==> src/sfic_regs.svh <==
// constants for the serial flash identification and power command block
`ifndef SFIC_REGS_SVH
`define SFIC_REGS_SVH

// ----------------------------------------------------------------------
// opcodes
// ----------------------------------------------------------------------
`define SFIC_OP_WAKE 8'hab
`define SFIC_OP_PRECHG 8'ha3
`define SFIC_OP_WREN 8'h06
`define SFIC_OP_DEEP 8'hb9
`define SFIC_OP_IDREAD_DEFAULT 8'h90
`define SFIC_ORDER_DEV_FIRST 8'h01

// ----------------------------------------------------------------------
// bit counts within a frame
// ----------------------------------------------------------------------
`define SFIC_OP_LAST 5'h07
`define SFIC_ADDR_LAST 5'h07
`define SFIC_IDREAD_DUMMY_LAST 5'h0f
`define SFIC_WAKE_DUMMY_LAST 5'h17
`define SFIC_PRECHG_DUMMY_LAST 5'h17
`define SFIC_CRST_QUAD_LAST 5'h07
`define SFIC_CRST_DUAL_LAST 5'h0f
`define SFIC_SIG_BITS 4'h8

// ----------------------------------------------------------------------
// mode flag values: reset and continuous read
// ----------------------------------------------------------------------
`define SFIC_MODE_RESET 2'h0
`define SFIC_MODE_CONT 2'h2

// ----------------------------------------------------------------------
// timing
// ----------------------------------------------------------------------
`define SFIC_CLK_MHZ 125
`define SFIC_T_SLEEP_NS 3000
// the short wake delay is kept below the long one
`define SFIC_T_WAKE1_NS 1800
`define SFIC_T_WAKE2_NS 3000
`define SFIC_T_SLEEP_CYC (((`SFIC_T_SLEEP_NS * `SFIC_CLK_MHZ) + 999) / 1000)
`define SFIC_T_WAKE1_CYC (((`SFIC_T_WAKE1_NS * `SFIC_CLK_MHZ) + 999) / 1000)
`define SFIC_T_WAKE2_CYC (((`SFIC_T_WAKE2_NS * `SFIC_CLK_MHZ) + 999) / 1000)
`define SFIC_TMR_W 12

`endif

==> src/sfic_pkg.sv <==
// types shared by the serial flash command block
package sfic_pkg;

  typedef enum logic [2:0] {
    ST_IDLE, ST_OPCODE, ST_DUMMY, ST_ADDR, ST_DATA, ST_HOLD, ST_CRST, ST_IGNORE
  } sfic_state_e;

  typedef enum logic [2:0] {
    CMD_NONE, CMD_IDREAD, CMD_WAKE, CMD_PRECHG, CMD_DEEP
  } sfic_cmd_e;

  typedef enum logic [1:0] {
    PWR_ON, PWR_ENTERING, PWR_DEEP, PWR_WAKING
  } sfic_pwr_e;

endpackage : sfic_pkg

==> src/sfic_cmd.sv <==
// serial flash id, signature, power and continuous read reset commands
// ----------------------------------------------------------------------
// Notes on behaviour
// id read: opcode, two dummies, order byte
// order byte 01h sends device code first
// id read returns maker and device bytes
// id read not decoded during program/erase
// chip select rise ends id read, standby
// deep sleep ignores all but release
// release: opcode, three dummies, signature out
// signature returned even when awake
// release not decoded during busy cycles
// signature repeats while clocks continue
// rise after signature: long wake delay
// rise before signature: short wake delay
// precharge mode: opcode plus three dummies
// release, write enable, sleep leave precharge
// all-ones reset sets low mode flag
// quad mode reset needs eight ones
// dual mode reset needs sixteen ones
// power-on clears both mode flags
// host resets continuous mode before commands
// sleep only if deselected after eighth bit
// unknown or blocked opcode ignored till deselect
// ----------------------------------------------------------------------
`timescale 1ns/100ps
`include "sfic_regs.svh"
module sfic_cmd import sfic_pkg::*; #(
  parameter logic [7:0] IDREAD_OPCODE = `SFIC_OP_IDREAD_DEFAULT,
  parameter logic [7:0] MAKER_CODE = 8'h5a, // arbitrary value
  parameter logic [7:0] PART_CODE = 8'ha5 // arbitrary value
) (
  // clock and reset
  input wire logic clk,
  input wire logic srst,
  // serial pins
  input wire logic cs_n_pin,
  input wire logic sck_pin,
  input wire logic serial_in_line,
  output logic so_out,
  output logic so_oe,
  // array status
  input wire logic busy_prog_erase,
  input wire logic busy_status_write,
  // continuous read mode from the fast read logic
  input wire logic mode_load,
  input wire logic [1:0] mode_value,
  input wire logic io_mode_dual,
  // state
  output logic continuous_read_flag_hi,
  output logic continuous_read_flag_lo,
  output logic high_perf_precharge_mode,
  output logic deep_sleep,
  output logic wake_pending,
  output logic standby
);

  // --------------------------------------------------------------------
  // pin synchronisers and edge detection
  // --------------------------------------------------------------------
  logic cs_n_s, sck_s, din_s;
  logic cs_n_d, sck_d;
  logic cs_rise, cs_fall, sck_rise, sck_fall, bit_rise;

  sfic_sync #(.W(3)) u_sync (
    .clk(clk),
    .srst(srst),
    .pin_in({cs_n_pin, sck_pin, serial_in_line}),
    .sync_out({cs_n_s, sck_s, din_s})
  );

  // delayed copies reset to the synchroniser's reset level: no false edge
  always_ff @(posedge clk) begin
    if (srst) begin
      cs_n_d <= 1'b1;
      sck_d <= 1'b1;
    end else begin
      cs_n_d <= cs_n_s;
      sck_d <= sck_s;
    end
  end

  assign cs_rise = cs_n_s & ~cs_n_d;
  assign cs_fall = ~cs_n_s & cs_n_d;
  assign sck_rise = sck_s & ~sck_d;
  assign sck_fall = ~sck_s & sck_d;
  // bits count only inside a frame that was already open
  assign bit_rise = sck_rise & ~cs_n_s & ~cs_n_d;

  // --------------------------------------------------------------------
  // decode
  // --------------------------------------------------------------------
  sfic_state_e state_reg, dec_state;
  sfic_cmd_e cmd_reg, dec_cmd;
  sfic_pwr_e pwr_reg;
  logic [4:0] cnt_reg;
  logic [7:0] op_sh_reg;
  logic [7:0] op_next;
  logic opcode_done, dummy_done, addr_done, crst_done;
  logic [4:0] dummy_last, crst_last;
  logic busy_any, in_deep, cont_active;
  logic [15:0] id_pair;

  assign op_next = {op_sh_reg[6:0], din_s};
  assign busy_any = busy_prog_erase | busy_status_write;
  assign in_deep = (pwr_reg == PWR_DEEP) | (pwr_reg == PWR_ENTERING);
  assign cont_active = ({continuous_read_flag_hi, continuous_read_flag_lo} == `SFIC_MODE_CONT);
  assign opcode_done = bit_rise & (state_reg == ST_OPCODE) & (cnt_reg == `SFIC_OP_LAST);
  assign dummy_last = (cmd_reg == CMD_IDREAD) ? `SFIC_IDREAD_DUMMY_LAST :
                      (cmd_reg == CMD_WAKE) ? `SFIC_WAKE_DUMMY_LAST : `SFIC_PRECHG_DUMMY_LAST;
  assign dummy_done = bit_rise & (state_reg == ST_DUMMY) & (cnt_reg == dummy_last);
  assign addr_done = bit_rise & (state_reg == ST_ADDR) & (cnt_reg == `SFIC_ADDR_LAST);
  assign crst_last = io_mode_dual ? `SFIC_CRST_DUAL_LAST : `SFIC_CRST_QUAD_LAST;
  assign crst_done = bit_rise & (state_reg == ST_CRST) & din_s & (cnt_reg == crst_last);
  // order byte 01h puts the device code first, anything else the maker code
  assign id_pair = (op_next == `SFIC_ORDER_DEV_FIRST) ? {PART_CODE, MAKER_CODE} :
                   {MAKER_CODE, PART_CODE};

  always_comb begin
    dec_state = ST_IGNORE;
    dec_cmd = CMD_NONE;
    if (in_deep) begin
      if (op_next == `SFIC_OP_WAKE && !busy_any) begin
        dec_state = ST_DUMMY;
        dec_cmd = CMD_WAKE;
      end
    end else if (op_next == `SFIC_OP_WAKE) begin
      if (!busy_any) begin
        dec_state = ST_DUMMY;
        dec_cmd = CMD_WAKE;
      end
    end else if (op_next == IDREAD_OPCODE) begin
      if (!busy_prog_erase) begin
        dec_state = ST_DUMMY;
        dec_cmd = CMD_IDREAD;
      end
    end else if (op_next == `SFIC_OP_PRECHG) begin
      dec_state = ST_DUMMY;
      dec_cmd = CMD_PRECHG;
    end else if (op_next == `SFIC_OP_DEEP) begin
      if (!busy_any) begin
        dec_state = ST_HOLD;
        dec_cmd = CMD_DEEP;
      end
    end
  end

  // --------------------------------------------------------------------
  // frame sequencer
  // --------------------------------------------------------------------
  always_ff @(posedge clk) begin
    if (srst) begin
      state_reg <= ST_IDLE;
      cmd_reg <= CMD_NONE;
      cnt_reg <= 5'h00;
      op_sh_reg <= 8'h00;
    end else if (cs_rise) begin
      state_reg <= ST_IDLE;
    end else if (cs_fall) begin
      // an open continuous read frame is checked only for the all-ones reset, then ignored
      state_reg <= cont_active ? ST_CRST : ST_OPCODE;
      cmd_reg <= CMD_NONE;
      cnt_reg <= 5'h00;
      op_sh_reg <= 8'h00;
    end else if (bit_rise) begin
      case (state_reg)
        ST_OPCODE: begin
          op_sh_reg <= op_next;
          cnt_reg <= cnt_reg + 5'h01;
          if (opcode_done) begin
            state_reg <= dec_state;
            cmd_reg <= dec_cmd;
            cnt_reg <= 5'h00;
          end
        end
        ST_DUMMY: begin
          cnt_reg <= cnt_reg + 5'h01;
          if (dummy_done) begin
            cnt_reg <= 5'h00;
            case (cmd_reg)
              CMD_IDREAD: state_reg <= ST_ADDR;
              CMD_WAKE: state_reg <= ST_DATA;
              default: state_reg <= ST_HOLD;
            endcase
          end
        end
        ST_ADDR: begin
          op_sh_reg <= op_next;
          cnt_reg <= cnt_reg + 5'h01;
          if (addr_done) begin
            state_reg <= ST_DATA;
          end
        end
        ST_CRST: begin
          cnt_reg <= cnt_reg + 5'h01;
          if (!din_s || crst_done) begin
            state_reg <= ST_IGNORE;
          end
        end
        ST_HOLD: begin
          // a power-down frame clocked past its eighth bit is void
          if (cmd_reg == CMD_DEEP) begin
            state_reg <= ST_IGNORE;
          end
        end
        default: state_reg <= state_reg;
      endcase
    end
  end

  // --------------------------------------------------------------------
  // output shifter
  // --------------------------------------------------------------------
  logic [15:0] out_sh_reg;
  logic [3:0] out_cnt_reg;
  logic sig_done_reg;

  always_ff @(posedge clk) begin
    if (srst) begin
      out_sh_reg <= 16'h0000;
      out_cnt_reg <= 4'h0;
      sig_done_reg <= 1'b0;
      so_out <= 1'b0;
    end else if (cs_fall) begin
      out_cnt_reg <= 4'h0;
      sig_done_reg <= 1'b0;
    end else if (addr_done) begin
      out_sh_reg <= id_pair;
    end else if (dummy_done && cmd_reg == CMD_WAKE) begin
      // two copies in a rotating register repeat the signature for free
      out_sh_reg <= {PART_CODE, PART_CODE};
    end else if (sck_fall && state_reg == ST_DATA && !cs_n_s) begin
      so_out <= out_sh_reg[15];
      out_sh_reg <= {out_sh_reg[14:0], out_sh_reg[15]};
      if (out_cnt_reg != `SFIC_SIG_BITS) begin
        out_cnt_reg <= out_cnt_reg + 4'h1;
      end
      if (out_cnt_reg == `SFIC_SIG_BITS - 4'h1 && cmd_reg == CMD_WAKE) begin
        sig_done_reg <= 1'b1;
      end
    end
  end

  assign so_oe = (state_reg == ST_DATA) & ~cs_n_s;

  // --------------------------------------------------------------------
  // power state and wake timer
  // --------------------------------------------------------------------
  logic tmr_load, tmr_busy, tmr_done;
  logic [`SFIC_TMR_W-1:0] tmr_val;
  logic sleep_fire, wake_fire;

  assign sleep_fire = cs_rise & (state_reg == ST_HOLD) & (cmd_reg == CMD_DEEP);
  assign wake_fire = cs_rise & (cmd_reg == CMD_WAKE) & (pwr_reg == PWR_DEEP);

  always_comb begin
    tmr_load = 1'b0;
    tmr_val = `SFIC_TMR_W'(`SFIC_T_SLEEP_CYC);
    if (sleep_fire && pwr_reg == PWR_ON) begin
      tmr_load = 1'b1;
    end else if (wake_fire) begin
      tmr_load = 1'b1;
      tmr_val = sig_done_reg ? `SFIC_TMR_W'(`SFIC_T_WAKE2_CYC) :
                `SFIC_TMR_W'(`SFIC_T_WAKE1_CYC);
    end
  end

  sfic_wake_timer #(.W(`SFIC_TMR_W)) u_timer (
    .clk(clk),
    .srst(srst),
    .load(tmr_load),
    .load_val(tmr_val),
    .busy(tmr_busy),
    .done(tmr_done)
  );

  always_ff @(posedge clk) begin
    if (srst) begin
      pwr_reg <= PWR_ON;
    end else begin
      case (pwr_reg)
        PWR_ON: if (sleep_fire) pwr_reg <= PWR_ENTERING;
        PWR_ENTERING: if (tmr_done) pwr_reg <= PWR_DEEP;
        PWR_DEEP: if (wake_fire) pwr_reg <= PWR_WAKING;
        PWR_WAKING: if (tmr_done) pwr_reg <= PWR_ON;
        default: pwr_reg <= PWR_ON;
      endcase
    end
  end

  assign deep_sleep = in_deep;
  assign wake_pending = (pwr_reg == PWR_WAKING);
  assign standby = (state_reg == ST_IDLE) & (pwr_reg == PWR_ON);

  // --------------------------------------------------------------------
  // precharge mode
  // --------------------------------------------------------------------
  logic prechg_leave;

  assign prechg_leave = opcode_done & ~in_deep & ((op_next == `SFIC_OP_WAKE) |
                     (op_next == `SFIC_OP_WREN) | (op_next == `SFIC_OP_DEEP));

  always_ff @(posedge clk) begin
    if (srst) begin
      high_perf_precharge_mode <= 1'b0;
    end else if (prechg_leave) begin
      high_perf_precharge_mode <= 1'b0;
    end else if (dummy_done && cmd_reg == CMD_PRECHG) begin
      high_perf_precharge_mode <= 1'b1;
    end
  end

  // --------------------------------------------------------------------
  // continuous read mode flags
  // --------------------------------------------------------------------
  always_ff @(posedge clk) begin
    if (srst) begin
      {continuous_read_flag_hi, continuous_read_flag_lo} <= `SFIC_MODE_RESET;
    end else if (crst_done) begin
      // the reset wins over a load from the read logic in the same cycle
      continuous_read_flag_lo <= 1'b1;
    end else if (mode_load) begin
      {continuous_read_flag_hi, continuous_read_flag_lo} <= mode_value;
    end
  end

  // --------------------------------------------------------------------
  // checks
  // --------------------------------------------------------------------
  idread_busy_block_a: assert property (@(posedge clk) disable iff (srst)
    (opcode_done && !in_deep && op_next == IDREAD_OPCODE && busy_prog_erase)
      |=> state_reg == ST_IGNORE)
    else $error("id read decoded during program or erase");

  wake_busy_block_a: assert property (@(posedge clk) disable iff (srst)
    (opcode_done && op_next == `SFIC_OP_WAKE && busy_status_write)
      |=> state_reg == ST_IGNORE && cmd_reg == CMD_NONE)
    else $error("release decoded during a busy cycle");

  deep_ignore_a: assert property (@(posedge clk) disable iff (srst)
    (opcode_done && pwr_reg == PWR_DEEP && op_next != `SFIC_OP_WAKE)
      |=> state_reg == ST_IGNORE ##1 pwr_reg == PWR_DEEP)
    else $error("instruction accepted in deep sleep");

  id_order_a: assert property (@(posedge clk) disable iff (srst)
    addr_done |=> state_reg == ST_DATA && out_sh_reg ==
      (($past(op_next) == `SFIC_ORDER_DEV_FIRST) ? {PART_CODE, MAKER_CODE}
                                                 : {MAKER_CODE, PART_CODE}))
    else $error("identification byte order wrong");

  deselect_idle_a: assert property (@(posedge clk) disable iff (srst)
    cs_rise |=> state_reg == ST_IDLE && !so_oe)
    else $error("frame not closed on deselect");

  sleep_entry_a: assert property (@(posedge clk) disable iff (srst)
    (sleep_fire && pwr_reg == PWR_ON) |=> pwr_reg == PWR_ENTERING && tmr_busy)
    else $error("power-down not started on deselect");

  wake_delay_a: assert property (@(posedge clk) disable iff (srst)
    (wake_fire && sig_done_reg) |=> pwr_reg == PWR_WAKING &&
      $past(tmr_val) == `SFIC_TMR_W'(`SFIC_T_WAKE2_CYC))
    else $error("long wake delay not used");

  precharge_leave_a: assert property (@(posedge clk) disable iff (srst)
    (high_perf_precharge_mode && opcode_done && !in_deep &&
     op_next == `SFIC_OP_WREN) |=> !high_perf_precharge_mode)
    else $error("precharge mode kept after write enable");

  mode_clear_a: assert property (@(posedge clk)
    srst |=> !continuous_read_flag_hi && !continuous_read_flag_lo)
    else $error("mode flags not cleared at reset");

  crst_set_a: assert property (@(posedge clk) disable iff (srst)
    crst_done |=> continuous_read_flag_lo && state_reg == ST_IGNORE)
    else $error("continuous read reset not taken");

endmodule : sfic_cmd

==> src/sfic_sync.sv <==
// two flip-flop synchroniser for pin inputs
`timescale 1ns/100ps
module sfic_sync #(
  parameter int W = 1
) (
  // clock and reset
  input wire logic clk,
  input wire logic srst,
  // pins and synchronised copies
  input wire logic [W-1:0] pin_in,
  output logic [W-1:0] sync_out
);

  logic [W-1:0] meta_reg;

  // first stage feeds only the second stage
  always_ff @(posedge clk) begin
    if (srst) begin
      meta_reg <= '1;
      sync_out <= '1;
    end else begin
      meta_reg <= pin_in;
      sync_out <= meta_reg;
    end
  end

endmodule : sfic_sync

==> src/sfic_wake_timer.sv <==
// down counter for power state transition delays
`timescale 1ns/100ps
module sfic_wake_timer #(
  parameter int W = 12
) (
  // clock and reset
  input wire logic clk,
  input wire logic srst,
  // load and status
  input wire logic load,
  input wire logic [W-1:0] load_val,
  output logic busy,
  output logic done
);

  logic [W-1:0] cnt_reg;

  always_ff @(posedge clk) begin
    if (srst) begin
      cnt_reg <= '0;
      done <= 1'b0;
    end else if (load) begin
      cnt_reg <= load_val;
      done <= 1'b0;
    end else begin
      done <= (cnt_reg == W'(1));
      if (cnt_reg != '0) begin
        cnt_reg <= cnt_reg - W'(1);
      end
    end
  end

  assign busy = (cnt_reg != '0);

endmodule : sfic_wake_timer

==> config.mk <==
export PLATFORM = sky130hd
export DESIGN_NAME = sfic_cmd
export DESIGN_NICKNAME = d
export VERILOG_FILES = /design/src/sfic_pkg.sv /design/src/sfic_cmd.sv /design/src/sfic_sync.sv /design/src/sfic_wake_timer.sv
export VERILOG_INCLUDE_DIRS = /design/src /design/src/src
export SDC_FILE = /design/constraint.sdc
export NUM_CORES = 1
export LEC_CHECK = 0
export BUFFER_PORTS_ARGS = -buffer_cell sky130_fd_sc_hd__buf_2
export CELL_PAD_IN_SITES_DETAIL_PLACEMENT = 1
export CELL_PAD_IN_SITES_GLOBAL_PLACEMENT = 1
export CORE_MARGIN = 10
export CORE_UTILIZATION = 50
export DETAILED_ROUTE_END_ITERATION = 10
export GPL_ROUTABILITY_DRIVEN = 0
export PLACE_DENSITY_LB_ADDON = 0.25
export SETUP_SLACK_MARGIN = 0.05
export SLEW_MARGIN = 30
export SYNTH_ARGS = -nofsm -noshare
export SYNTH_HDL_FRONTEND = slang
export SYNTH_SLANG_ARGS = --single-unit
==> constraint.sdc <==
create_clock -name clk -period 3.95 [get_ports clk]
set_input_delay 0.1975 -clock clk [delete_from_list [all_inputs] [get_ports clk]]
set_output_delay 0.1975 -clock clk [all_outputs]
set_load 0.01 [all_outputs]
; ---- Word-level counts from Yosys, hierarchy flattened
; Cells that the tools add are included.
; W data, S select, Z words.
[classes]
add_sub_neg = 3
n_eq_ne = 35
muxes = 60
bitwise = 37
reduce_logical = 39
[op_table]
columns = op, count
row1 = $mux W3, 25
row2 = $mux W16, 4
row3 = $eq A8 B8 Y1 const B, 4
row4 = $mux W9, 3
row5 = $mux W5, 5
row6 = $mux W12, 2
row7 = $and A1 B1 Y1, 23
row8 = $mux W7, 3
row9 = $reduce_and A4 Y1, 5
row10 = $mux W2, 8
row11 = $pmux W3 S5, 1
row12 = $pmux W5 S3, 1
row13 = $eq A12 B1 Y1 const B, 1
row14 = $eq A3 B2 Y1 const B, 4
row15 = $eq A3 B3 Y1 const B, 4
row16 = $reduce_bool A12 Y1, 1
row17 = $reduce_bool A2 Y1, 6
row18 = $reduce_or A2 Y1, 6
row19 = $sub A12 B1 Y12 const B, 1
row20 = $not A1 Y1, 10
row21 = $ne A3 B3 Y1 const B, 3
row22 = $eq A8 B1 Y1 const B, 1
row23 = $eq A8 B3 Y1 const B, 1
row24 = $pmux W2 S4, 1
row25 = other kinds (28), 51
[totals]
regBits = 66
input_bits = 11
out_inout_bits = 8
word_cells = 192

; ---- Longest topological paths before layout
[depth]
ltp_word = 12
depth_mapped = 8
mapped_depth_nobuf = 7

; ---- Hierarchy
; From an unflattened synthesis, not the netlist that was laid out.
[unflattened]
hier_cells = 440
area_unflattened_um2 = 3823.7
[modules_own_cells]
columns = mod, instances, cells_per_inst, area_each_um2, seq_area_each_um2
row1 = sfic_cmd, 1, 336, 2867.8, 940.9
row2 = sfic_wake_timer, 1, 92, 798.3, 260.2
row3 = sfic_sync, 1, 12, 157.7, 120.1

; ---- Worst setup path after synthesis
; OpenSTA, ideal clock, no wires.
[synth_timing]
kind = register -> register
from = reg pwr_reg[0]
to = reg state_reg[2]
setup_ps = 116
t_arrival_ps = 2039
required_ps = 3834
slack_ps = 1796
stages_incl_launch_ff = 8
path_buffers = 0
synth_period_minus_slack_ps = 2154
path_cell_list = dfxtp_1 -> inv_1 -> ha_1 -> nor2_1 -> or4b_1 -> o311a_1 -> a2111o_1 -> and3_1
[synth_via]
elab_chain_len = 7
word_cells_on_any_way = 8
classes_between = eq/ne: 2 / mux: 5 / bitwise: 1
[synth_rtl]
columns = element, line
row1 = start: declaration, sfic_cmd.sv:95  ; sfic_pwr_e pwr_reg;
row2 = start signal: assignment, sfic_cmd.sv:279  ; pwr_reg <= PWR_ON;
row3 = start signal: assignment, sfic_cmd.sv:282  ; PWR_ON: if (sleep_fire) pwr_reg <= PWR_ENTERING;
row4 = start signal: assignment, sfic_cmd.sv:283  ; PWR_ENTERING: if (tmr_done) pwr_reg <= PWR_DEEP;
row5 = $eq A2 B2 Y1 / $eq A2 B1 Y1 (equally long branches), sfic_cmd.sv:106  ; assign in_deep = (pwr_reg == PWR_DEEP) | (pwr_reg == PWR_ENTERING);
row6 = $or A1 B1 Y1 (*), sfic_cmd.sv:106
row7 = via deep_sleep, sfic_cmd.sv:53  ; output logic deep_sleep,
row8 = $mux W3 (*), sfic_cmd.sv:122  ; if (in_deep) begin
row9 = $mux W3 (*), sfic_cmd.sv:170  ; if (opcode_done) begin
row10 = $pmux W3 S5 (*), sfic_cmd.sv:166  ; case (state_reg)
row11 = $mux W3 (*), sfic_cmd.sv:165  ; end else if (bit_rise) begin
row12 = $mux W3 (*), sfic_cmd.sv:159  ; end else if (cs_fall) begin
row13 = end signal: assignment, sfic_cmd.sv:161  ; state_reg <= cont_active ? ST_CRST : ST_OPCODE;
row14 = end signal: assignment, sfic_cmd.sv:171  ; state_reg <= dec_state;
row15 = end signal: assignment, sfic_cmd.sv:206  ; default: state_reg <= state_reg;
row16 = end: declaration, sfic_cmd.sv:93  ; sfic_state_e state_reg, dec_state;
; The timed path passes the listed nets; every way through them passes the cells marked *. The select of a mux whose other input is x is not followed.
; A chain may end at the register's enable or synchronous reset.

; ---- Worst setup path after layout
[layout_timing]
from = reg state_reg[1]
to = reg out_sh_reg[1]
[layout_via]
elab_chain_len = 6
word_cells_on_any_way = 14
classes_between = eq/ne: 3 / mux: 2 / bitwise: 4 / reduce/logical: 5
[layout_rtl]
columns = element, line
row1 = $eq A3 B2 Y1, sfic_cmd.sv:111  ; assign dummy_done = bit_rise & (state_reg == ST_DUMMY) & (cnt_reg == dummy_last);
row2 = $and A1 B1 Y1 (2 in a row), sfic_cmd.sv:111
row3 = $logic_and A1 B1 Y1, sfic_cmd.sv:229  ; end else if (dummy_done && cmd_reg == CMD_WAKE) begin
row4 = $reduce_bool A3 Y1 (no source line) / $mux W16 (equally long branches), n/a
row5 = $reduce_and A2 Y1 (no source line) / $mux W16 (equally long branches), n/a
row6 = end signal: assignment, sfic_cmd.sv:228  ; out_sh_reg <= id_pair;
row7 = end signal: assignment, sfic_cmd.sv:231  ; out_sh_reg <= {PART_CODE, PART_CODE};
row8 = end signal: assignment, sfic_cmd.sv:234  ; out_sh_reg <= {out_sh_reg[14:0], out_sh_reg[15]};
row9 = end: declaration, sfic_cmd.sv:214  ; logic [15:0] out_sh_reg;
; Several ways; a longest one is shown, not always the timed one.

==> out/qor.yml <==
hpwl_um: 6640
fin_tns_setup_ps: 0
worstSkewPairLatency_ps: 350
worst_slack_ps: 1340
synth_seq_cells: 66
core-area_um2: 6760
synth.cell_area_um2: 3470
synth_top_area_share: 0.381
ys_top_cells_by_area: "dfxtp_1, a21oi_1, nor2_1, nand3_1, ha_1"
finalSetupViolCount: 0
gr-usage-met3: 0.0465
drv_slew: 0
fin_crit_sh: 0.661
vias: 3139
clockRootBuffer: "clkbuf_8"
r2r_start: "state_reg[1]"
maxSlewHeadroom: 0.405
first_global_vias: 3176
ios: 19
hold_buffers: 0
syn_inst: 414
drive_gt1_frac: 0.117
finalHoldViolCount: 0
largest_reg_flops: 16
hold_path.class: "in2reg"
run_status: "finished clean"
gr-usage-met1: 0.227
syn_avg_cell_area_um2: 8.38
rr_worst_depth: 5
cts_max_path_buffers: 2
whs_endpoint: "u_sync.meta_reg[2]"
required_ps: 4150
cts_buffers: 9
io_buffers: 18
cp_max_fo: 13
globalRoute.busiestLayer: "met2"
rsz0062_at_grt: "false"
cap_violations: 0
fin_nets: 442
first_pass_iters: 5
antenna_left: 0
grt_usage: 0.189
drt_iter0_drc: 170
die_h_um: 103
regToRegSetupSlack_ps: 1340
critPathLaunchType: "flip-flop"
dp_slack_ps: 1490
grt_util_met2: 0.318
syn-num-nets: 434
htree_num_levels: 3
synthToLayoutAreaGrowth_pct: 8.87
fp.dieW_um: 103
cts_tree: "yes"
wl_per_cell_um: 18.6
cp.arrival_ps: 2810
synth_ff_type: "dfxtp_1"
fin_crit_ps: 2610
fillCellCount: 820
ys_seq_area_frac: 0.381
die-area_um2: 10700
fmax_mhz: 383
worst_pin_slew_ps: 893
yosysUniqueCellTypes: 60
clock-sinks: 66
grt_max_degree: 61
path_class: "reg2reg"
post-cts-setup-buffers: 0
n_antenna_cell: 0
drc_errors: 0
num_rows: 30
finalWirelength_um: 9440
viasPerCell: 6.19
ir_worst_vdd_uv: 341
holdPathStages: 2
synthArstFlopShare: 0
p_per_area_nw_per_um2: 482
synth_edf_count: 0
endpoint_kind: "flip-flop"
skew_ps: 8.06
yosysWarnings: 0
clk_pin_slew_ps: 70
start_util: 0.513
synth_top_area_cell: "dfxtp_1"
timing.rr.end: "out_sh_reg[1]"
grt-ovfl-total: 0
cts_resized: 0
hp-start: "cs_n_pin"
grt_pass1_wl_um: 15900
antenna_found_initial: 0
p_leak_nw: 1.43
## Yosys cell counts, types with 2 or more instances
cell type,number
dfxtp_1,66
nor2_1,32
nand2_1,26
a21oi_1,25
nand3_1,23
clkbuf_1,20
inv_1,17
nand2b_1,16
nor3_1,13
o21ai_0,12
mux2i_1,11
a31oi_1,10
or2_2,10
a221oi_1,9
ha_1,9
nor2b_1,8
xnor2_1,8
xor2_1,8
nor4_1,7
nor3b_1,6
and3_1,5
o211ai_1,5
o21ai_1,5
a211oi_1,4
and3b_1,4
nand4_1,4
nand3b_1,3
nor4b_1,3
o31ai_1,3
or3b_1,3
or4_1,3
a21boi_0,2
and2_1,2
buf_2,2
nand4b_1,2
o41ai_1,2
or3_1,2
or4b_1,2
## where the power goes
part | internal (W) | switching, W | total, W
Sequential | 0.000722 | 0.0000581 | 0.000780
Combinational | 0.000198 | 0.000273 | 0.000471
Clock | 0.000307 | 0.000264 | 0.000570
Total | 0.00123 | 0.000595 | 0.00182
## logic make-up (layout without fill, tap and decap cells)
logic type / Yosys count / in the layout / share of synthesized area
AOI/OAI and AO/OA: 93 / 93 / 0.180
xor gates and xnor gates: 16 / 16 / 0.0404
adders and majority gates: 9 / 9 / 0.0325
buffers and inverters: 39 / 52 / 0.0429
DFF: 66 / 66 / 0.381
muxes: 11 / 11 / 0.0317
and+or+nand+nor: 180 / 180 / 0.292
## worst max-delay path by stage
stage	from	end	slack, ps	cells past startpoint
floorplan	pwr_reg[0]	state_reg[2]	1800	7
global placement	state_reg[1]	out_sh_reg[3]	1560	5
detailed placement	state_reg[1]	out_sh_reg[4]	1490	5
CTS	state_reg[1]	out_sh_reg[4]	1410	5
global route	state_reg[1]	out_sh_reg[14]	1160	5
finish	state_reg[1]	out_sh_reg[1]	1340	5
## worst max-delay path: stages, from the launching register on
cell	delay, ps
dfxtp_1	590
or3b_1	460
nor4_1	410
o21ai_1	320
a211oi_1	520
a221oi_1	150
## metal layers
layer / part of all wire / vias to the layer above / wire, um
met5: 0 / - / 0
met4: 0.016 / 0 / 150
met3: 0.043 / 11 / 402
met2: 0.49 / 64 / 4600
met1: 0.45 / 1539 / 4280
li1: - / 1525 / -
## through the flow
stage,area (um2),power (W),std cells,utilization,hold slack (ps)
global route,3780,0.00194,507,0.559,32.1
finish,3780,0.00182,507,0.559,33.7
detailed placement,3580,0.00126,491,0.530,388
CTS,3780,0.00183,507,0.559,25.7
global placement,3580,0.00123,491,0.530,382
floorplan,3470,0.00114,414,-,301
## final cells by class
type / count / area (um2) / share of cell area
Multi-Input combinational cell: 309 / 2000 / 0.529
Sequential cell: 66 / 1320 / 0.350
Clock buffer: 11 / 141 / 0.0374
Tap cell: 80 / 100 / 0.0265
Timing Repair Buffer: 19 / 97.6 / 0.0258
Inverter: 17 / 63.8 / 0.0169
Clock inverter: 5 / 53.8 / 0.0142
## cell usage in the layout, fill, tap and decap left out, types with 4 or more instances in the layout
cell,synthesis,final
a211oi_1,4,4
a21oi_1,25,25
a221oi_1,9,9
a31oi_1,10,10
and3_1,5,5
and3b_1,4,4
buf_2,2,18
clkbuf_8,0,10
dfxtp_1,66,66
ha_1,9,9
inv_1,17,17
mux2i_1,11,11
nand2_1,26,26
nand2b_1,16,16
nand3_1,23,23
nand4_1,4,4
nor2_1,32,32
nor2b_1,8,8
nor3_1,13,13
nor3b_1,6,6
nor4_1,7,7
o211ai_1,5,5
o21ai_0,12,12
o21ai_1,5,5
or2_2,10,10
xnor2_1,8,8
xor2_1,8,8
Power figures use the tool's default switching activity.
